**src/verilog/snsc_pkg.sv**
```systemverilog
`default_nettype none
package snsc_pkg;

	// ----------------------------------------
	// modes, states, carriers
	// ----------------------------------------
	typedef enum logic [2:0] {
		M_SERVER = 3'h0,
		M_CLIENT = 3'h1,
		M_SRVCLI = 3'h2,
		M_ATCMD = 3'h3,
		M_UDP = 3'h4
	} mode_t;

	typedef enum logic [2:0] {
		ST_IDLE = 3'h0,
		ST_LISTEN = 3'h1,
		ST_SYN = 3'h2,
		ST_ONLINE = 3'h3,
		ST_CMD = 3'h4,
		ST_CLOSING = 3'h5
	} sess_st_t;

	typedef enum logic [1:0] {
		PS_A = 2'h0,
		PS_T = 2'h1,
		PS_C = 2'h2,
		PS_EOL = 2'h3
	} parse_st_t;

	typedef struct packed {
		mode_t mode;
		logic [15:0] event_bytes;
		logic [15:0] timeout_s;
		logic [10:0] block_size;
		logic [15:0] frame_10ms;
		logic [31:0] peer_ip;
		logic [15:0] peer_port;
	} cfg_t;

	typedef struct packed {
		logic established;
		logic closed;
		logic rx_act;
		logic udp_rx;
		logic [31:0] src_ip;
		logic [15:0] src_port;
	} net_stat_t;

	typedef struct packed {
		logic listen;
		logic connect;
		logic fin;
		logic send;
	} net_cmd_t;

	typedef struct packed {
		logic [31:0] ip;
		logic [15:0] port;
	} peer_t;

	// ----------------------------------------
	// timing and sizes
	// ----------------------------------------
	localparam int CLK_KHZ = 125000;
	localparam int FRAME_UNIT_MS = 10;
	localparam int TICK_CYC = FRAME_UNIT_MS * CLK_KHZ;
	localparam int TICKS_PER_SEC = 1000 / FRAME_UNIT_MS;
	localparam int FIFO_WIDTH = 8;
	localparam int FIFO_DEPTH = 8;
	localparam logic [15:0] EVT_REC_MAX = 16'h0200;
	localparam logic [10:0] BLOCK_MAX = 11'h5B4;
	localparam logic [1:0] ESC_LAST = 2'h2;

	// ----------------------------------------
	// characters and messages
	// ----------------------------------------
	localparam logic [7:0] CH_A = 8'h41;
	localparam logic [7:0] CH_T = 8'h54;
	localparam logic [7:0] CH_D = 8'h44;
	localparam logic [7:0] CH_H = 8'h48;
	localparam logic [7:0] CH_O = 8'h4F;
	localparam logic [7:0] CH_PLUS = 8'h2B;
	localparam logic [7:0] CH_CR = 8'h0D;
	localparam logic [7:0] CASE_MASK = 8'hDF;
	localparam logic [3:0] MSG_CONN_LEN = 4'hB;
	localparam logic [3:0] MSG_NOC_LEN = 4'hE;
	localparam logic [87:0] MSG_CONN = "\r\nCONNECT\r\n";
	localparam logic [111:0] MSG_NOC = "\r\nNO CARRIER\r\n";

endpackage
`default_nettype wire

```
**src/verilog/snsc_session.sv**
```systemverilog
`default_nettype none
module snsc_session import snsc_pkg::*; #(
	parameter int TICK_CYC_P = TICK_CYC,
	parameter int DEPTH = FIFO_DEPTH
) (
	input wire logic MCLK,
	input wire logic RST_B,
	input wire cfg_t CFG,
	input wire logic SER_RX_VALID,
	input wire logic [7:0] SER_RX_DATA,
	output logic SER_RX_READY,
	output logic SER_TX_VALID,
	output logic [7:0] SER_TX_DATA,
	input wire logic SER_TX_READY,
	input wire net_stat_t NET_STAT,
	output net_cmd_t NET_CMD,
	output logic NET_TX_VALID,
	output logic [7:0] NET_TX_DATA,
	input wire logic NET_TX_READY,
	output peer_t NET_DST,
	output logic CFG_CMD_STB,
	output logic CFG_WARN,
	output sess_st_t SESSION_ST
);
	localparam int TW = $clog2(TICK_CYC_P + 1);
	localparam int CW = $clog2(DEPTH + 1);

	logic [TW-1:0] tick_cnt_reg, tick_cnt_next;
	logic [6:0] sub_reg, sub_next;
	logic [15:0] idle_s_reg, idle_s_next, frame_reg, frame_next;
	sess_st_t st_reg, st_next;
	parse_st_t ps_reg, ps_next;
	net_cmd_t cmd_reg, cmd_next;
	logic [15:0] evt_cnt_reg, evt_cnt_next;
	logic [1:0] plus_reg, plus_next;
	logic [7:0] cmd_ch_reg, cmd_ch_next;
	logic boot_reg, boot_next, cfg_stb_reg, cfg_stb_next, warn_reg, warn_next;
	logic conn_go_reg, conn_go_next, noc_go_reg, noc_go_next;
	logic rx_rdy_reg, rx_rdy_next, tx_valid_reg, tx_valid_next;
	logic [7:0] tx_data_reg, tx_data_next;
	logic [10:0] udp_cnt_reg, udp_cnt_next;
	logic learned_reg, learned_next;
	peer_t dst_reg, dst_next;
	logic pc_reg, pc_next, pn_reg, pn_next, busy_reg, busy_next, sel_reg, sel_next;
	logic [3:0] idx_reg, idx_next;
	logic stx_v_reg, stx_v_next;
	logic [7:0] stx_d_reg, stx_d_next;
	logic tick, act, rx_take, is_at, is_udp, to_parser, discard, trig, exec, escape, to_hit;
	logic fifo_push, fifo_pop, fifo_in_rdy, fifo_out_valid, learn, gate, size_hit, idle_hit;
	logic [7:0] fifo_out_data;
	logic [CW-1:0] fifo_level;
	logic [10:0] blk;
	logic send_go;

	// ----------------------------------------
	// byte routing
	// ----------------------------------------
	assign rx_take = SER_RX_VALID && rx_rdy_reg;
	assign is_at = (CFG.mode == M_ATCMD);
	assign is_udp = (CFG.mode == M_UDP);
	assign to_parser = is_at && (st_reg != ST_ONLINE);
	assign discard = !is_at && !is_udp && (st_reg != ST_ONLINE) && (CFG.event_bytes == '0);
	assign fifo_push = rx_take && !to_parser && !discard;
	assign exec = to_parser && rx_take && (ps_reg == PS_EOL) && (SER_RX_DATA == CH_CR);
	assign escape = is_at && (st_reg == ST_ONLINE) && rx_take && (SER_RX_DATA == CH_PLUS)
		&& (plus_reg == ESC_LAST);
	assign trig = (CFG.event_bytes == '0) ? (CFG.mode == M_CLIENT || boot_reg)
		: (evt_cnt_reg >= CFG.event_bytes || !fifo_in_rdy);
	assign to_hit = (st_reg == ST_ONLINE || st_reg == ST_CMD) && (CFG.timeout_s != '0)
		&& (idle_s_reg >= CFG.timeout_s);

	snsc_fifo #(.W(8), .D(DEPTH)) u_fifo (
		.clk(MCLK),
		.rst_b(RST_B),
		.in_valid(fifo_push),
		.in_data(SER_RX_DATA),
		.in_ready(fifo_in_rdy),
		.out_valid(fifo_out_valid),
		.out_data(fifo_out_data),
		.out_ready(fifo_pop),
		.level(fifo_level)
	);

	// ----------------------------------------
	// timebase
	// ----------------------------------------
	assign tick = (tick_cnt_reg == TW'(TICK_CYC_P - 1));
	assign act = rx_take || (tx_valid_reg && NET_TX_READY) || NET_STAT.rx_act;

	always_comb begin
		tick_cnt_next = tick ? '0 : tick_cnt_reg + 1'b1;
		sub_next = sub_reg;
		idle_s_next = idle_s_reg;
		if (act || !(st_reg == ST_ONLINE || st_reg == ST_CMD)) begin
			sub_next = '0;
			idle_s_next = '0;
		end else if (tick) begin
			if (sub_reg == 7'(TICKS_PER_SEC - 1)) begin
				sub_next = '0;
				if (idle_s_reg != 16'hFFFF) idle_s_next = idle_s_reg + 16'h0001;
			end else begin
				sub_next = sub_reg + 7'h01;
			end
		end
		frame_next = frame_reg;
		if (rx_take) begin
			frame_next = '0;
		end else if (tick && frame_reg != 16'hFFFF) begin
			frame_next = frame_reg + 16'h0001;
		end
	end

	always_ff @(posedge MCLK or negedge RST_B) begin
		if (!RST_B) begin
			tick_cnt_reg <= '0;
			sub_reg <= '0;
			idle_s_reg <= '0;
			frame_reg <= '0;
		end else begin
			tick_cnt_reg <= tick_cnt_next;
			sub_reg <= sub_next;
			idle_s_reg <= idle_s_next;
			frame_reg <= frame_next;
		end
	end

	// ----------------------------------------
	// session control and command parser
	// ----------------------------------------
	always_comb begin
		st_next = st_reg;
		ps_next = ps_reg;
		cmd_next = '0;
		evt_cnt_next = evt_cnt_reg;
		plus_next = '0;
		cmd_ch_next = cmd_ch_reg;
		boot_next = boot_reg;
		cfg_stb_next = exec && (cmd_ch_reg == CH_PLUS);
		warn_next = (CFG.event_bytes > EVT_REC_MAX);
		conn_go_next = 1'b0;
		noc_go_next = 1'b0;
		rx_rdy_next = (fifo_level <= CW'(DEPTH - 2));
		if (fifo_push && st_reg != ST_ONLINE && evt_cnt_reg != 16'hFFFF) begin
			evt_cnt_next = evt_cnt_reg + 16'h0001;
		end
		if (is_at && st_reg == ST_ONLINE && rx_take && SER_RX_DATA == CH_PLUS) begin
			plus_next = plus_reg + 2'h1;
		end else if (!(is_at && st_reg == ST_ONLINE && !rx_take)) begin
			plus_next = '0;
		end else begin
			plus_next = plus_reg;
		end
		if (to_parser && rx_take) begin
			case (ps_reg)
				PS_A: if ((SER_RX_DATA & CASE_MASK) == CH_A) ps_next = PS_T;
				PS_T: begin
					if ((SER_RX_DATA & CASE_MASK) == CH_T) ps_next = PS_C;
					else if ((SER_RX_DATA & CASE_MASK) != CH_A) ps_next = PS_A;
				end
				PS_C: begin
					cmd_ch_next = SER_RX_DATA;
					ps_next = (SER_RX_DATA == CH_CR) ? PS_A : PS_EOL;
				end
				PS_EOL: if (SER_RX_DATA == CH_CR) ps_next = PS_A;
				default: ps_next = PS_A;
			endcase
		end
		case (st_reg)
			ST_IDLE: begin
				if (is_at) begin
					if (exec && (cmd_ch_reg & CASE_MASK) == CH_A) begin
						st_next = ST_LISTEN;
					end else if (exec && (cmd_ch_reg & CASE_MASK) == CH_D) begin
						st_next = ST_SYN;
						cmd_next.connect = 1'b1;
					end
				end else if (CFG.mode == M_CLIENT) begin
					if (trig) begin
						st_next = ST_SYN;
						cmd_next.connect = 1'b1;
						boot_next = 1'b0;
					end
				end else if (!is_udp) begin
					st_next = ST_LISTEN;
				end
			end
			ST_LISTEN: begin
				if (NET_STAT.established) begin
					st_next = ST_ONLINE;
					conn_go_next = is_at;
				end else if (CFG.mode == M_SRVCLI && trig) begin
					st_next = ST_SYN;
					cmd_next.connect = 1'b1;
					boot_next = 1'b0;
				end
			end
			ST_SYN: begin
				if (NET_STAT.established) begin
					st_next = ST_ONLINE;
					conn_go_next = is_at;
				end else if (NET_STAT.closed) begin
					st_next = ST_IDLE;
				end
			end
			ST_ONLINE: begin
				if (NET_STAT.closed) begin
					st_next = ST_IDLE;
					noc_go_next = is_at;
				end else if (to_hit) begin
					st_next = ST_CLOSING;
					cmd_next.fin = 1'b1;
				end else if (escape) begin
					st_next = ST_CMD;
				end
			end
			ST_CMD: begin
				if (NET_STAT.closed) begin
					st_next = ST_IDLE;
					noc_go_next = 1'b1;
				end else if (to_hit || (exec && (cmd_ch_reg & CASE_MASK) == CH_H)) begin
					st_next = ST_CLOSING;
					cmd_next.fin = 1'b1;
				end else if (exec && (cmd_ch_reg & CASE_MASK) == CH_O) begin
					st_next = ST_ONLINE;
				end
			end
			ST_CLOSING: begin
				if (NET_STAT.closed) begin
					st_next = ST_IDLE;
					noc_go_next = is_at;
				end
			end
			default: st_next = ST_IDLE;
		endcase
		if (st_next == ST_IDLE && st_reg != ST_IDLE) evt_cnt_next = '0;
		cmd_next.listen = (st_next == ST_LISTEN);
		cmd_next.send = send_go;
	end

	always_ff @(posedge MCLK or negedge RST_B) begin
		if (!RST_B) begin
			st_reg <= ST_IDLE;
			ps_reg <= PS_A;
			cmd_reg <= '0;
			evt_cnt_reg <= '0;
			plus_reg <= '0;
			cmd_ch_reg <= '0;
			boot_reg <= 1'b1;
			cfg_stb_reg <= 1'b0;
			warn_reg <= 1'b0;
			conn_go_reg <= 1'b0;
			noc_go_reg <= 1'b0;
			rx_rdy_reg <= 1'b0;
		end else begin
			st_reg <= st_next;
			ps_reg <= ps_next;
			cmd_reg <= cmd_next;
			evt_cnt_reg <= evt_cnt_next;
			plus_reg <= plus_next;
			cmd_ch_reg <= cmd_ch_next;
			boot_reg <= boot_next;
			cfg_stb_reg <= cfg_stb_next;
			warn_reg <= warn_next;
			conn_go_reg <= conn_go_next;
			noc_go_reg <= noc_go_next;
			rx_rdy_reg <= rx_rdy_next;
		end
	end

	// ----------------------------------------
	// network transmit, UDP blocks, peer
	// ----------------------------------------
	assign learn = (CFG.peer_ip == '0) && (CFG.peer_port == '0);
	assign blk = (CFG.block_size == '0 || CFG.block_size > BLOCK_MAX) ? BLOCK_MAX : CFG.block_size;
	assign gate = is_udp ? ((!learn || learned_reg) && udp_cnt_reg < blk) : (st_reg == ST_ONLINE);
	assign fifo_pop = gate && fifo_out_valid && (!tx_valid_reg || NET_TX_READY);
	assign size_hit = (udp_cnt_reg == blk);
	assign idle_hit = (CFG.frame_10ms != '0) && (frame_reg >= CFG.frame_10ms) && (udp_cnt_reg != '0)
		&& !fifo_out_valid;
	assign send_go = is_udp && !tx_valid_reg && !cmd_reg.send && (size_hit || idle_hit);

	always_comb begin
		tx_valid_next = fifo_pop ? 1'b1 : (NET_TX_READY ? 1'b0 : tx_valid_reg);
		tx_data_next = fifo_pop ? fifo_out_data : tx_data_reg;
		udp_cnt_next = udp_cnt_reg + 11'(fifo_pop);
		if (send_go) begin
			udp_cnt_next = '0;
		end
		dst_next = learn ? dst_reg : {CFG.peer_ip, CFG.peer_port};
		learned_next = learn && (learned_reg || NET_STAT.udp_rx);
		if (learn && NET_STAT.udp_rx) dst_next = {NET_STAT.src_ip, NET_STAT.src_port};
	end

	always_ff @(posedge MCLK or negedge RST_B) begin
		if (!RST_B) begin
			tx_valid_reg <= 1'b0;
			tx_data_reg <= '0;
			udp_cnt_reg <= '0;
			dst_reg <= '0;
			learned_reg <= 1'b0;
		end else begin
			tx_valid_reg <= tx_valid_next;
			tx_data_reg <= tx_data_next;
			udp_cnt_reg <= udp_cnt_next;
			dst_reg <= dst_next;
			learned_reg <= learned_next;
		end
	end

	// ----------------------------------------
	// serial messages
	// ----------------------------------------
	always_comb begin
		pc_next = pc_reg || conn_go_reg;
		pn_next = pn_reg || noc_go_reg;
		busy_next = busy_reg;
		sel_next = sel_reg;
		idx_next = idx_reg;
		stx_v_next = stx_v_reg;
		stx_d_next = stx_d_reg;
		if (SER_TX_READY || !stx_v_reg) begin
			stx_v_next = 1'b0;
			if (busy_reg) begin
				stx_v_next = 1'b1;
				stx_d_next = sel_reg ? MSG_NOC[8 * (MSG_NOC_LEN - 4'h1 - idx_reg) +: 8]
					: MSG_CONN[8 * (MSG_CONN_LEN - 4'h1 - idx_reg) +: 8];
				busy_next = (idx_reg != (sel_reg ? MSG_NOC_LEN : MSG_CONN_LEN) - 4'h1);
				idx_next = idx_reg + 4'h1;
			end else if (pc_reg || pn_reg) begin
				busy_next = 1'b1;
				sel_next = !pc_reg;
				idx_next = '0;
				if (pc_reg) pc_next = conn_go_reg;
				else pn_next = noc_go_reg;
			end
		end
	end

	always_ff @(posedge MCLK or negedge RST_B) begin
		if (!RST_B) begin
			pc_reg <= 1'b0;
			pn_reg <= 1'b0;
			busy_reg <= 1'b0;
			sel_reg <= 1'b0;
			idx_reg <= '0;
			stx_v_reg <= 1'b0;
			stx_d_reg <= '0;
		end else begin
			pc_reg <= pc_next;
			pn_reg <= pn_next;
			busy_reg <= busy_next;
			sel_reg <= sel_next;
			idx_reg <= idx_next;
			stx_v_reg <= stx_v_next;
			stx_d_reg <= stx_d_next;
		end
	end

	assign SER_RX_READY = rx_rdy_reg;
	assign SER_TX_VALID = stx_v_reg;
	assign SER_TX_DATA = stx_d_reg;
	assign NET_CMD = cmd_reg;
	assign NET_TX_VALID = tx_valid_reg;
	assign NET_TX_DATA = tx_data_reg;
	assign NET_DST = dst_reg;
	assign CFG_CMD_STB = cfg_stb_reg;
	assign CFG_WARN = warn_reg;
	assign SESSION_ST = st_reg;
endmodule
`default_nettype wire

```
**src/verilog/snsc_fifo.sv**
```systemverilog
`default_nettype none
module snsc_fifo import snsc_pkg::*; #(
	parameter int W = FIFO_WIDTH,
	parameter int D = FIFO_DEPTH
) (
	input wire logic clk,
	input wire logic rst_b,
	input wire logic in_valid,
	input wire logic [W-1:0] in_data,
	output logic in_ready,
	output logic out_valid,
	output logic [W-1:0] out_data,
	input wire logic out_ready,
	output logic [$clog2(D+1)-1:0] level
);
	localparam int AW = (D > 1) ? $clog2(D) : 1;
	localparam int CW = $clog2(D + 1);

	logic [W-1:0] mem [D];
	logic [AW-1:0] wr_reg, wr_next, rd_reg, rd_next;
	logic [CW-1:0] cnt_reg, cnt_next;
	logic rdy_reg, rdy_next, vld_reg, vld_next;
	logic push, pop;

	assign push = in_valid && rdy_reg;
	assign pop = out_ready && vld_reg;
	assign in_ready = rdy_reg;
	assign out_valid = vld_reg;
	assign out_data = mem[rd_reg];
	assign level = cnt_reg;

	// ----------------------------------------
	// pointers and flags
	// ----------------------------------------
	always_comb begin
		wr_next = wr_reg;
		rd_next = rd_reg;
		if (push) begin
			wr_next = (wr_reg == AW'(D - 1)) ? '0 : wr_reg + 1'b1;
		end
		if (pop) begin
			rd_next = (rd_reg == AW'(D - 1)) ? '0 : rd_reg + 1'b1;
		end
		cnt_next = cnt_reg + CW'(push) - CW'(pop);
		rdy_next = (cnt_next != CW'(D));
		vld_next = (cnt_next != '0);
	end

	always_ff @(posedge clk or negedge rst_b) begin
		if (!rst_b) begin
			wr_reg <= '0;
			rd_reg <= '0;
			cnt_reg <= '0;
			rdy_reg <= 1'b1;
			vld_reg <= 1'b0;
		end else begin
			wr_reg <= wr_next;
			rd_reg <= rd_next;
			cnt_reg <= cnt_next;
			rdy_reg <= rdy_next;
			vld_reg <= vld_next;
		end
	end

	always_ff @(posedge clk) begin
		if (push) begin
			mem[wr_reg] <= in_data;
		end
	end
endmodule
`default_nettype wire

```
**config.mk**
```make
export PLATFORM = sky130hd
export DESIGN_NAME = snsc_session
export DESIGN_NICKNAME = d
export VERILOG_FILES = /design/src/verilog/snsc_pkg.sv /design/src/verilog/snsc_session.sv /design/src/verilog/snsc_fifo.sv
export SDC_FILE = /design/constraint.sdc
export NUM_CORES = 1
export LEC_CHECK = 0
export ABC_AREA = 1
export ABC_CLOCK_PERIOD_IN_PS = 5750
export BUFFER_PORTS_ARGS = -buffer_cell sky130_fd_sc_hd__buf_2
export CAP_MARGIN = 20
export CORE_MARGIN = 4
export CORE_UTILIZATION = 30
export CTS_CLUSTER_DIAMETER = 80
export DETAILED_ROUTE_END_ITERATION = 8
export PLACE_DENSITY_LB_ADDON = 0.3
export SYNTH_ARGS = -nofsm -noshare
export SYNTH_HDL_FRONTEND = slang
export SYNTH_SLANG_ARGS = --single-unit
export TNS_END_PERCENT = 30
```
**constraint.sdc**
```tcl
create_clock -name MCLK -period 5.75 [get_ports MCLK]
set_input_delay 0.575 -clock MCLK [delete_from_list [all_inputs] [get_ports MCLK]]
set_output_delay 0.575 -clock MCLK [all_outputs]
set_load 0.1 [all_outputs]
```
Yosys cells after proc, flatten, opt, wreduce, memory -nomap -nowiden
Memory sizes are Yosys's and may differ from the RTL's. A register that Yosys moved wholly into a read port is not among the register bits. Index checks and enable logic that the tools add are counted.

Add/sub/neg operators: 15. Order comparisons: 7. Equality and inequality tests: 45. Shift-type cells: 2. Mux-type cells: 88. Bitwise operators: 1. Reductions and logical operators: 101.

Operators by type and width (count): $mux 16 (8); $shiftx 112x33->8 const A (1); $mux 48 (2); $shiftx 88x33->8 const A (1); $mux 3 (19); $add 16x1->16 const B (3); $ge 16x16->1 (3); $ne 16x16->1 const B (3); $eq 7x6->1 const B (6); $logic_and 1x1->1 (42); $mux 1 (37); $logic_not 16->1 (2); $logic_not 32->1 (1); $reduce_bool 16->1 (2); $mux 11 (2); $add 21x1->21 const B (1); $eq 21x21->1 const B (1); $mux 21 (1); $mux 7 (3); $pmux 3 s6 (1); $eq 8x6->1 const B (2); $gt 16x10->1 const B (1); $logic_or 1x1->1 (16); $reduce_bool 2->1 (8); other kinds (45) (93).

Register bits after elaboration: 191. Memory bits (writable): 64. Input port bits: 175. Output and inout bits: 76. Logic and storage cells: 296. Memories: 1.

Memories: u_fifo.mem (words 8, width 8, rd ports 1, clocked after memory_dff 1, wr ports 1, line snsc_fifo.sv:19) `logic [W-1:0] mem [D];`.

Logic depth before layout (Yosys ltp)
Gate-level depths: netlist of run 1.

Depth in word-level cells: 13. Depth in mapped cells: 25.

By module
From an unflattened synthesis of run 1, not the netlist that was laid out.

Cells, all modules: 1902. Area, all modules: 15040.7 um2.

Modules (own cells, without submodules): snsc_session (times used 1, cells each 1544, area an instance 11499.8 um2, sequential area each 4655.7 um2); snsc_fifo (times used 1, cells each 358, area an instance 3540.9 um2, sequential area each 2223.4 um2).

Worst setup path before layout of run 1
No wires, ideal clock.

Path kind: input-to-reg. Start point: input port CFG[64] (netlist bit). End point: register u_fifo.vld_reg, in the netlist u_fifo.out_valid. Setup time: 0.125 ns. Arrival time: 3.920 ns. Required time: 5.625 ns. Setup slack: 1.705 ns. Stages on the path: 24. Path through: nor2_1 -> nor2_1 -> o211ai_1 -> a21oi_1 -> o21ai_0 -> nand2_1 -> inv_1 -> nand2_1 -> ha_1 -> nand2_1 -> nor4_1 -> a221oi_1 -> nand2_1 -> nand2_1 -> nand3_1 -> clkbuf_1 -> inv_1 -> ha_1 -> inv_1 -> ha_1 -> fa_1 -> xor2_1 -> nor3_1 -> nand2_1.

Longest elaborated chain between the ends: 11.

Ends and longest elaborated chain: from (decl) (line snsc_session.sv:8) `input wire cfg_t CFG,`; $gt 11x11->1 or $logic_not 11->1 (tied branches) (line snsc_session.sv:274) `assign blk = (CFG.block_size == '0 || CFG.block_size > BLOCK_MAX) ? BLOCK_MAX : CFG.block_size;`; $logic_or 1x1->1 (line snsc_session.sv:274); $mux 11 * (line snsc_session.sv:274); $lt 11x11->1 * (line snsc_session.sv:275) `assign gate = is_udp ? ((!learn || learned_reg) && udp_cnt_reg < blk) : (st_reg == ST_ONLINE);`; $logic_and 1x1->1 * (line snsc_session.sv:275); $mux 1 * (line snsc_session.sv:275); $logic_and 1x1->1 * (2 in a row) (line snsc_session.sv:276) `assign fifo_pop = gate && fifo_out_valid && (!tx_valid_reg || NET_TX_READY);`; $logic_and 1x1->1 * (line snsc_fifo.sv:26) `assign pop = out_ready && vld_reg;`; named net u_fifo.pop (line snsc_fifo.sv:23) `logic push, pop;`; $sub 4x1->4 * (line snsc_fifo.sv:44) `cnt_next = cnt_reg + CW'(push) - CW'(pop);`; named net u_fifo.cnt_next[2] (line snsc_fifo.sv:21) `logic [CW-1:0] cnt_reg, cnt_next;`; $reduce_bool 4->1 * (line snsc_fifo.sv:46) `vld_next = (cnt_next != '0);`; named net u_fifo.vld_next (line snsc_fifo.sv:22) `logic rdy_reg, rdy_next, vld_reg, vld_next;`; to (signal assigned) (line snsc_fifo.sv:61) `vld_reg <= vld_next;`; to (decl) (line snsc_fifo.sv:22).

The timed path passes the listed nets; every way through them passes the cells marked *. A chain may end at the register's enable or synchronous reset.

Worst setup path in the final report of run 1
Start point: input port CFG[64] (netlist bit). End point: register udp_cnt_reg[9].

Longest elaborated chain between the ends: 10.

Ends and longest elaborated chain: $gt 11x11->1 or $logic_not 11->1 (tied branches) (line snsc_session.sv:274); $logic_or 1x1->1 (line snsc_session.sv:274); $mux 11 * (line snsc_session.sv:274); $lt 11x11->1 (line snsc_session.sv:275); $logic_and 1x1->1 (line snsc_session.sv:275); $mux 1 (line snsc_session.sv:275); $logic_and 1x1->1 (2 in a row) (line snsc_session.sv:276); $add 11x1->11 (line snsc_session.sv:285) `udp_cnt_next = udp_cnt_reg + 11'(fifo_pop);`; $mux 11 * (line snsc_session.sv:286) `if (send_go) begin`; named net udp_cnt_next[9] (line snsc_session.sv:41) `logic [10:0] udp_cnt_reg, udp_cnt_next;`; to (signal assigned) (line snsc_session.sv:304) `udp_cnt_reg <= udp_cnt_next;`; to (decl) (line snsc_session.sv:41).

Marks and branches as above.

==> impl_results.md, run 1 <==
* TritonCTS clock tree: built
* RePlAce Congestion at 0.924
* Post-synthesis mux area share at 0.143%
* Max Buffers Root-to-Sink at 3
* Die Area at 53100 sq um
* Worst Path Max Fanout at 14
* CP Capture Point: udp_cnt_reg[9]
* Ys Warns at 0
* Worst-Margin Slew at 1.02 ns
* H-tree depth at 2
* Starting Density at 30.3%
* Fmax at 0.241 GHz
* Synth Area in XOR/XNOR at 2.36%
* Wirelength per Cell at 15.3 microns
* Pwr dens at 409 nW/um^2
* # fillers at 5032
* DRC at 0
* Worst-path clk slew at about 0.060 ns
* Number of global-route vias before repair at roughly 13k
* Share of layout cells above drive strength 1 at 18.3%
* WHS at ~0.13 ns
* RSZ-0062 raised after global routing: false
* Mapped Cells at ~1.8k
* Sw frac at a little over two fifths
* Setup violations, final at 0
* Total grt overflow at 0
* # clock sinks at roughly 260
* Drt first pass iters at 7
* Avg Vias per Cell at about 4.7
* Max-Cap Viols at 0
* Crit path DAT at 4.57 ns
* Crit path from: CFG[64]
* Post-synth top area cell: dfrtp_1
* Cell Int Power at approximately 4.2 mW
* R2r setup slk at 2.26 ns
* Largest net degree at the start of global routing at 113
* Post-Synth Simple-Gate Area at about 28%
* Die Y-Extent at 230 microns
* Worst Path Required at 6.16 ns
* VDD IR-drop max at 0.000185 V
* Post-CTS resize count at 0
* Setup TNS at 0 ns
* Synth top area cells: dfrtp_1 (33%), edfxtp_1 (13%), nand2_1 (10%)
* Total CTS buffers at 35
* Syn_nets at 2037
* Non-Filler Instances at between 2k and 3k
* Synth Flop Type: dfrtp_1
* Initial drt markers at 851
* First-pass GRT wire length at about 69 mm
* Synthesized cell area at 14800 sq um
* Flops & latches, synth at about 260
* Period minus WS final at 4.16 ns
* Sequential fraction of design power at between 30% and 40%
* Final hold violation count at 0
* Worst reg-to-reg path cell count at 16
* Clock latency on the worst-skew pair at 0.54 ns
* Setup WS pre-CTS at 1.06 ns
* Number of flops mapped to enable cells by yosys at 64
* Hold WC Path Type: input pin to async pin
* Via count at 12.9k
* Number of flip-flops in the largest register at 64
* Synth top area share at 33.0%
* Post-DRT Antenna Nets at 0
* Status: completed
* Leak pwr at 8.37 nW
* Adder-Cell Fraction of Synth Area at between 7 and 8%
* Synthesis-to-finish area growth at 21.2%
* Clock skew at 0.0216 ns
* Comb pwr share at 36.4%
* PortBufs at 249
* Largest family of logic cells by synthesized area: simple AND/OR/NAND/NOR gates
* Placed cells at 2662
* Synth cell types at 63
* Clk network pwr share at a little under a third
* Share of the clock period used by the worst path at 72.3%
* Post-DP HPWL at 31.5 mm
* PnR worst setup slack at 1.59 ns
* Fin nets at 2293
* Gr usage total at 15.7%
* Synth async-reset ratio at around three quarters
* Critical path class: input pin to register
* Compound-gate portion of the synthesized area at about 9.2%
* Final WL at ~42 mm
* Worst setup SP type: input pin
* FF-to-FF Start: udp_cnt_reg[2]
* Cts hold-fix bufs at 0
* Initial antenna violation count at 6
* IO Pins at 251
* Root buffer cell: clkbuf_16
* Max-slew headroom at about a third
* Core footprint at 49000 sq um
* Worst R2R End: udp_cnt_reg[9]
* Max-slew violations at 0
* Critical Path End Type: register
* Switching power total at 3.11 mW
* Cell Rows at 81
* Die Width at 230 microns
* Mean Syn Cell Area at ~8.3 sq um
* Post-CTS Setup Bufs at 0
* Seq/Total Area, Yosys at between 40% and 50%
## critical path, cell delays in order
cell and delay [ns]:
buf_2 0.11, nor2_1 0.15, nor2_1 0.06, o211ai_1 0.16, a21oi_1 0.08, o21ai_0 0.18, nand2_1 0.20, inv_1 0.16
nand2_1 0.07, ha_1 0.31, a21oi_1 0.16, o21ai_0 0.10, a221oi_1 0.34, nand2_1 0.15, nand2_1 0.09, nand3_1 0.06
buf_4 0.18, inv_1 0.36, ha_1 0.27, nand3_1 0.09, nor2_1 0.18, nand4_1 0.14, nand3b_1 0.21, xor2_1 0.15
nor2_1 0.06
## how the worst min path moves through the flow
stage	startpoint	slack, ns	endpoint
2_1_floorplan	RST_B	0.28	CFG_CMD_STB
3_3_place_gp	boot_reg	0.45	boot_reg
3_5_place_dp	boot_reg	0.45	boot_reg
4_1_cts	RST_B	0.19	SER_TX_DATA[3]
5_1_grt	CFG[32]	0.22	NET_DST[32]
6_report	RST_B	0.13	SER_TX_DATA[3]
## cells by family after synthesis
family	Yosys count
compound gates	231
flops	262
simple gates	877
mux	2
xor+xnor	40
buf+inv	283
fa+ha+maj	83
other cells	1
## Yosys cell counts (9+ instances only)
library cell,instances
nand4_1,43
edfxtp_1,64
a31oi_1,16
clkbuf_1,24
xor2_1,29
ha_1,82
nand3b_1,37
o21ai_0,86
nor2_1,177
dfrtp_1,196
nor4_1,33
inv_1,235
xnor2_1,11
nor2_2,16
inv_2,9
o22ai_1,14
nand3_1,81
nand2_1,405
a21oi_1,64
o31ai_1,11
nor3_1,44
## stage by stage
stage / util, % / power, mW / instance area (sq um)
3_5_place_dp: 34.4 / 5.19 / 16800
5_1_grt: 36.8 / 7.85 / 18000
2_1_floorplan: - / 4.49 / 14800
6_report: 36.8 / 7.36 / 18000
4_1_cts: 36.7 / 7.45 / 18000
3_3_place_gp: 34.4 / 5.12 / 16800
## per-layer routing
metal  GRT usage [%]  share of wire [%]
met1            19.6                 43
met2            27.0                 48
met3            4.17                7.0
met4            4.01                1.8
met5               0              0.093
## cell type report
class	count	area (sq um)	share of cell area, %
timing repair buffer	257	1320	7.31
multi-input combinational	1234	6870	38.2
sequential	262	6880	38.2
tap	664	831	4.62
antenna	4	10.0	0.0556
clock inverter	20	209	1.16
clock buffer	44	961	5.34
inverter	245	920	5.11
## cell usage in the layout (no fill, tap or decap), drive strengths merged, types with 3 or more instances in the layout
master,synthesis,layout
nand2,413,413
buf,14,256
inv,244,247
dfrtp,196,196
nor2,196,196
o21ai,90,90
nand3,89,89
ha,82,82
a21oi,64,64
edfxtp,64,64
nor3,50,50
clkbuf,24,45
nand4,44,44
nand3b,37,37
nor4,37,37
xor2,29,29
a31oi,16,16
o22ai,14,14
clkinv,1,14
xnor2,11,11
o31ai,11,11
a32o,8,8
o211ai,5,5
diode,0,4
o21a,4,4
or2,3,3
a21o,3,3
o311ai,3,3
nor3b,3,3
a41oi,3,3
bufinv,0,3
a21boi,3,3
## power by group through the flow
stage                     sequential (mW)  combinational (mW)  clock [mW]
after global routing                 2.51                2.98        2.36
final                                2.47                2.68        2.21
after floorplan                      3.02                1.47           0
after global placement               2.49                2.63           0
after detailed placement             2.50                2.69           0
after CTS                            2.47                2.70        2.28
No activity file was read; power rests on OpenSTA's default activity.
==> inputs of run 2 (changes only) <==
ABC_CLOCK_PERIOD_IN_PS = 3900   (was 5750)
clock period = 3.9 ns   (was 5.75 ns; I/O delays follow)
==> impl_results.md, run 2 (synthesized netlist as in run 1, its figures left out) <==
* VDD IR-drop max at 0.000325 V (was 0.000185 V)
* Final Util at 37.2% (was 36.8%)
* Largest net degree at the start of global routing at 97 (was 113)
* PortBufs at 249 (unchanged)
* # clock sinks at 262 (unchanged)
* TritonCTS clock tree: built (unchanged)
* Final instance area at 18200 sq um (was 18000 sq um)
* Share of the clock period used by the worst path at a little over 90%
* Cell Rows at 81 (unchanged)
* Crit path max-delay cell type: fa_1 (was inv_1)
* Setup violations, final at 0 (unchanged)
* Critical Path End Type: register (unchanged)
* Max-slew headroom at 43.3% (was 31.7%)
* Worst Path Max Fanout at 5 (was 14)
* Die Area at 53100 sq um (unchanged)
* Post-place instance area at 17000 sq um (was 16800 sq um)
* Status: completed (unchanged)
* Avg Vias per Cell at 4.73 (was 4.72)
* Post-CTS Setup Bufs at 0 (unchanged)
* Die Width at 230 microns (unchanged)
* Number of flip-flops in the largest register at 64 (unchanged)
* Via count at 13.0k (was 12.9k)
* Wirelength per Cell at 15.1 microns (was 15.3 microns)
* Initial antenna violation count at 7 (was 6)
* Crit path DAT at 4.01 ns (was 4.57 ns)
* IO Pins at 251 (unchanged)
* Worst Path Required at 4.31 ns (was 6.16 ns)
* RSZ-0062 raised after global routing: false (unchanged)
* RePlAce Congestion at 0.906 (was 0.924)
* Fin nets at 2315 (was 2293)
* Setup TNS at 0 ns (unchanged)
* Drt first pass iters at 5 (was 7)
* Max Buffers Root-to-Sink at 3 (unchanged)
* DRC at 0 (unchanged)
* Total grt overflow at 0 (unchanged)
* Max incr delay on CP at 0.41 ns (was 0.36 ns)
* Total CTS buffers at 36 (was 35)
* Clock latency on the worst-skew pair at 0.54 ns (about the same)
* Critical path class: input pin to register (unchanged)
* Number of global-route vias before repair at 13.3k (was 13.2k)
* H-tree depth at 2 (unchanged)
* Initial drt markers at 733 (was 851)
* Most common cell after layout, fill and taps aside: nand2_1 (unchanged)
* Post-DP HPWL at 31.5 mm (about the same)
* Die Y-Extent at 230 microns (unchanged)
* WHS at 0.0539 ns (was 0.134 ns)
* Pwr dens at 600 nW/um^2 (was 409 nW/um^2)
* Starting Density at 30.3% (unchanged)
* Worst-Margin Slew at 0.850 ns (was 1.02 ns)
* Most frequent cells in the layout: nand2_1 (405), buf_2 (248), inv_1 (235), dfrtp_1 (196), nor2_1 (177) (unchanged)
* Final hold violation count at 0 (unchanged)
* Pwr Total at 10.9 mW (was 7.36 mW)
* Root buffer cell: clkbuf_16 (unchanged)
* Worst setup SP type: input pin (unchanged)
* Cell mode on critical path: nand2_1
* Leak pwr at 8.49 nW (was 8.37 nW)
* Gr usage total at 15.4% (was 15.7%)
* Core footprint at 49000 sq um (unchanged)
* Clock skew at 0.0166 ns (was 0.0216 ns)
* Post-DRT Antenna Nets at 0 (unchanged)
* Worst-path clk slew at 0.06 ns (about the same)
* Period minus WS final at 3.60 ns
* Fmax at between 0.2 and 0.3 GHz
* Final WL at 41.7 mm (was 41.8 mm)
* Hold WC Path Type: input pin to register (was input pin to async pin)
* First-pass GRT wire length at 67.5 mm (was 68.5 mm)
* Crit-path cells: buf_2 > nor2_1 > nor2_1 > o211ai_1 > a21oi_1 > o21ai_0 > nand2_1 > buf_4 > nor2_1 > ha_1 > a21oi_1 > o21ai_0 > a221oi_1 > nand2_1 > nand2_1 > nand3_1 > inv_1 > ha_1 > inv_1 > ha_1 > fa_1 > xor2_1 > nor3_1 > nand2_1
* Max-Cap Viols at 0 (unchanged)
* Synthesis-to-finish area growth at 22.7% (was 21.2%)
* Share of layout cells above drive strength 1 at 19.2% (was 18.3%)
* Max-slew violations at 0 (unchanged)
[run 2: report_power, final]
part           internal [mW]  leakage, nW  switching, mW
clock                   2.03        0.585           1.26
sequential              3.22         3.10          0.405
combinational           1.11         4.80           2.90
total                   6.36         8.49           4.57
[run 2: area by class of cell]
cell class | count | area [sq um]
Clock buffer | 52 | 1060
Sequential cell | 262 | 6880
Multi-Input combinational cell | 1234 | 6880
Fill cell | 5039 | 30700
Clock inverter | 13 | 148
Timing Repair Buffer | 278 | 1490
Tap cell | 664 | 831
Inverter | 245 | 920
Antenna cell | 3 | 7.51
[run 2: repair_timing]
action                                  CTS  global route
endpoints found under the hold margin    57             0
hold buffers                              1             0
endpoints found under the setup margin    0             1
gates resized for setup                   0             1
[run 2: worst max-delay path, delay by kind of cell]
kind / cells / cell delay [ns]
simple gates: 9 / 1.04
compound gates: 6 / 1.03
fa+ha+maj: 4 / 0.98
buf+inv: 4 / 0.38
xor+xnor: 1 / 0.20
[run 2: layer usage]
| metal | global-route usage [%] | vias up | part of all wire (%) |
|---|---|---|---|
| li1 | - | 6500 | - |
| met1 | 18.8 | 6091 | 42 |
| met2 | 26.3 | 332 | 47 |
| met3 | 4.04 | 88 | 6.6 |
| met4 | 5.73 | 8 | 3.3 |
| met5 | 0 | - | 0.12 |
[run 2: final timing paths]
kind | end | cells past startpoint | from | slack [ns]
max | u_fifo.out_valid | 24 | CFG[64] | 0.30
min | NET_DST[1] | 3 | NET_STAT[1] | 0.05
max reg2reg | u_fifo.out_valid | 15 | udp_cnt_reg[6] | 0.68
min reg2reg | pn_reg | 2 | noc_go_reg | 0.44
max in group asynchronous | u_fifo.in_ready | 3 | RST_B | 2.42
min in group asynchronous | frame_reg[6] | 2 | RST_B | 0.49
[run 2: through the flow]
stage	instances	worst slack, ns
finish	2751	0.298
global route	2751	0.0305
CTS	2747	0.286
detailed placement	2681	-0.262
global placement	2681	-0.180
floorplan	1779	0.0399
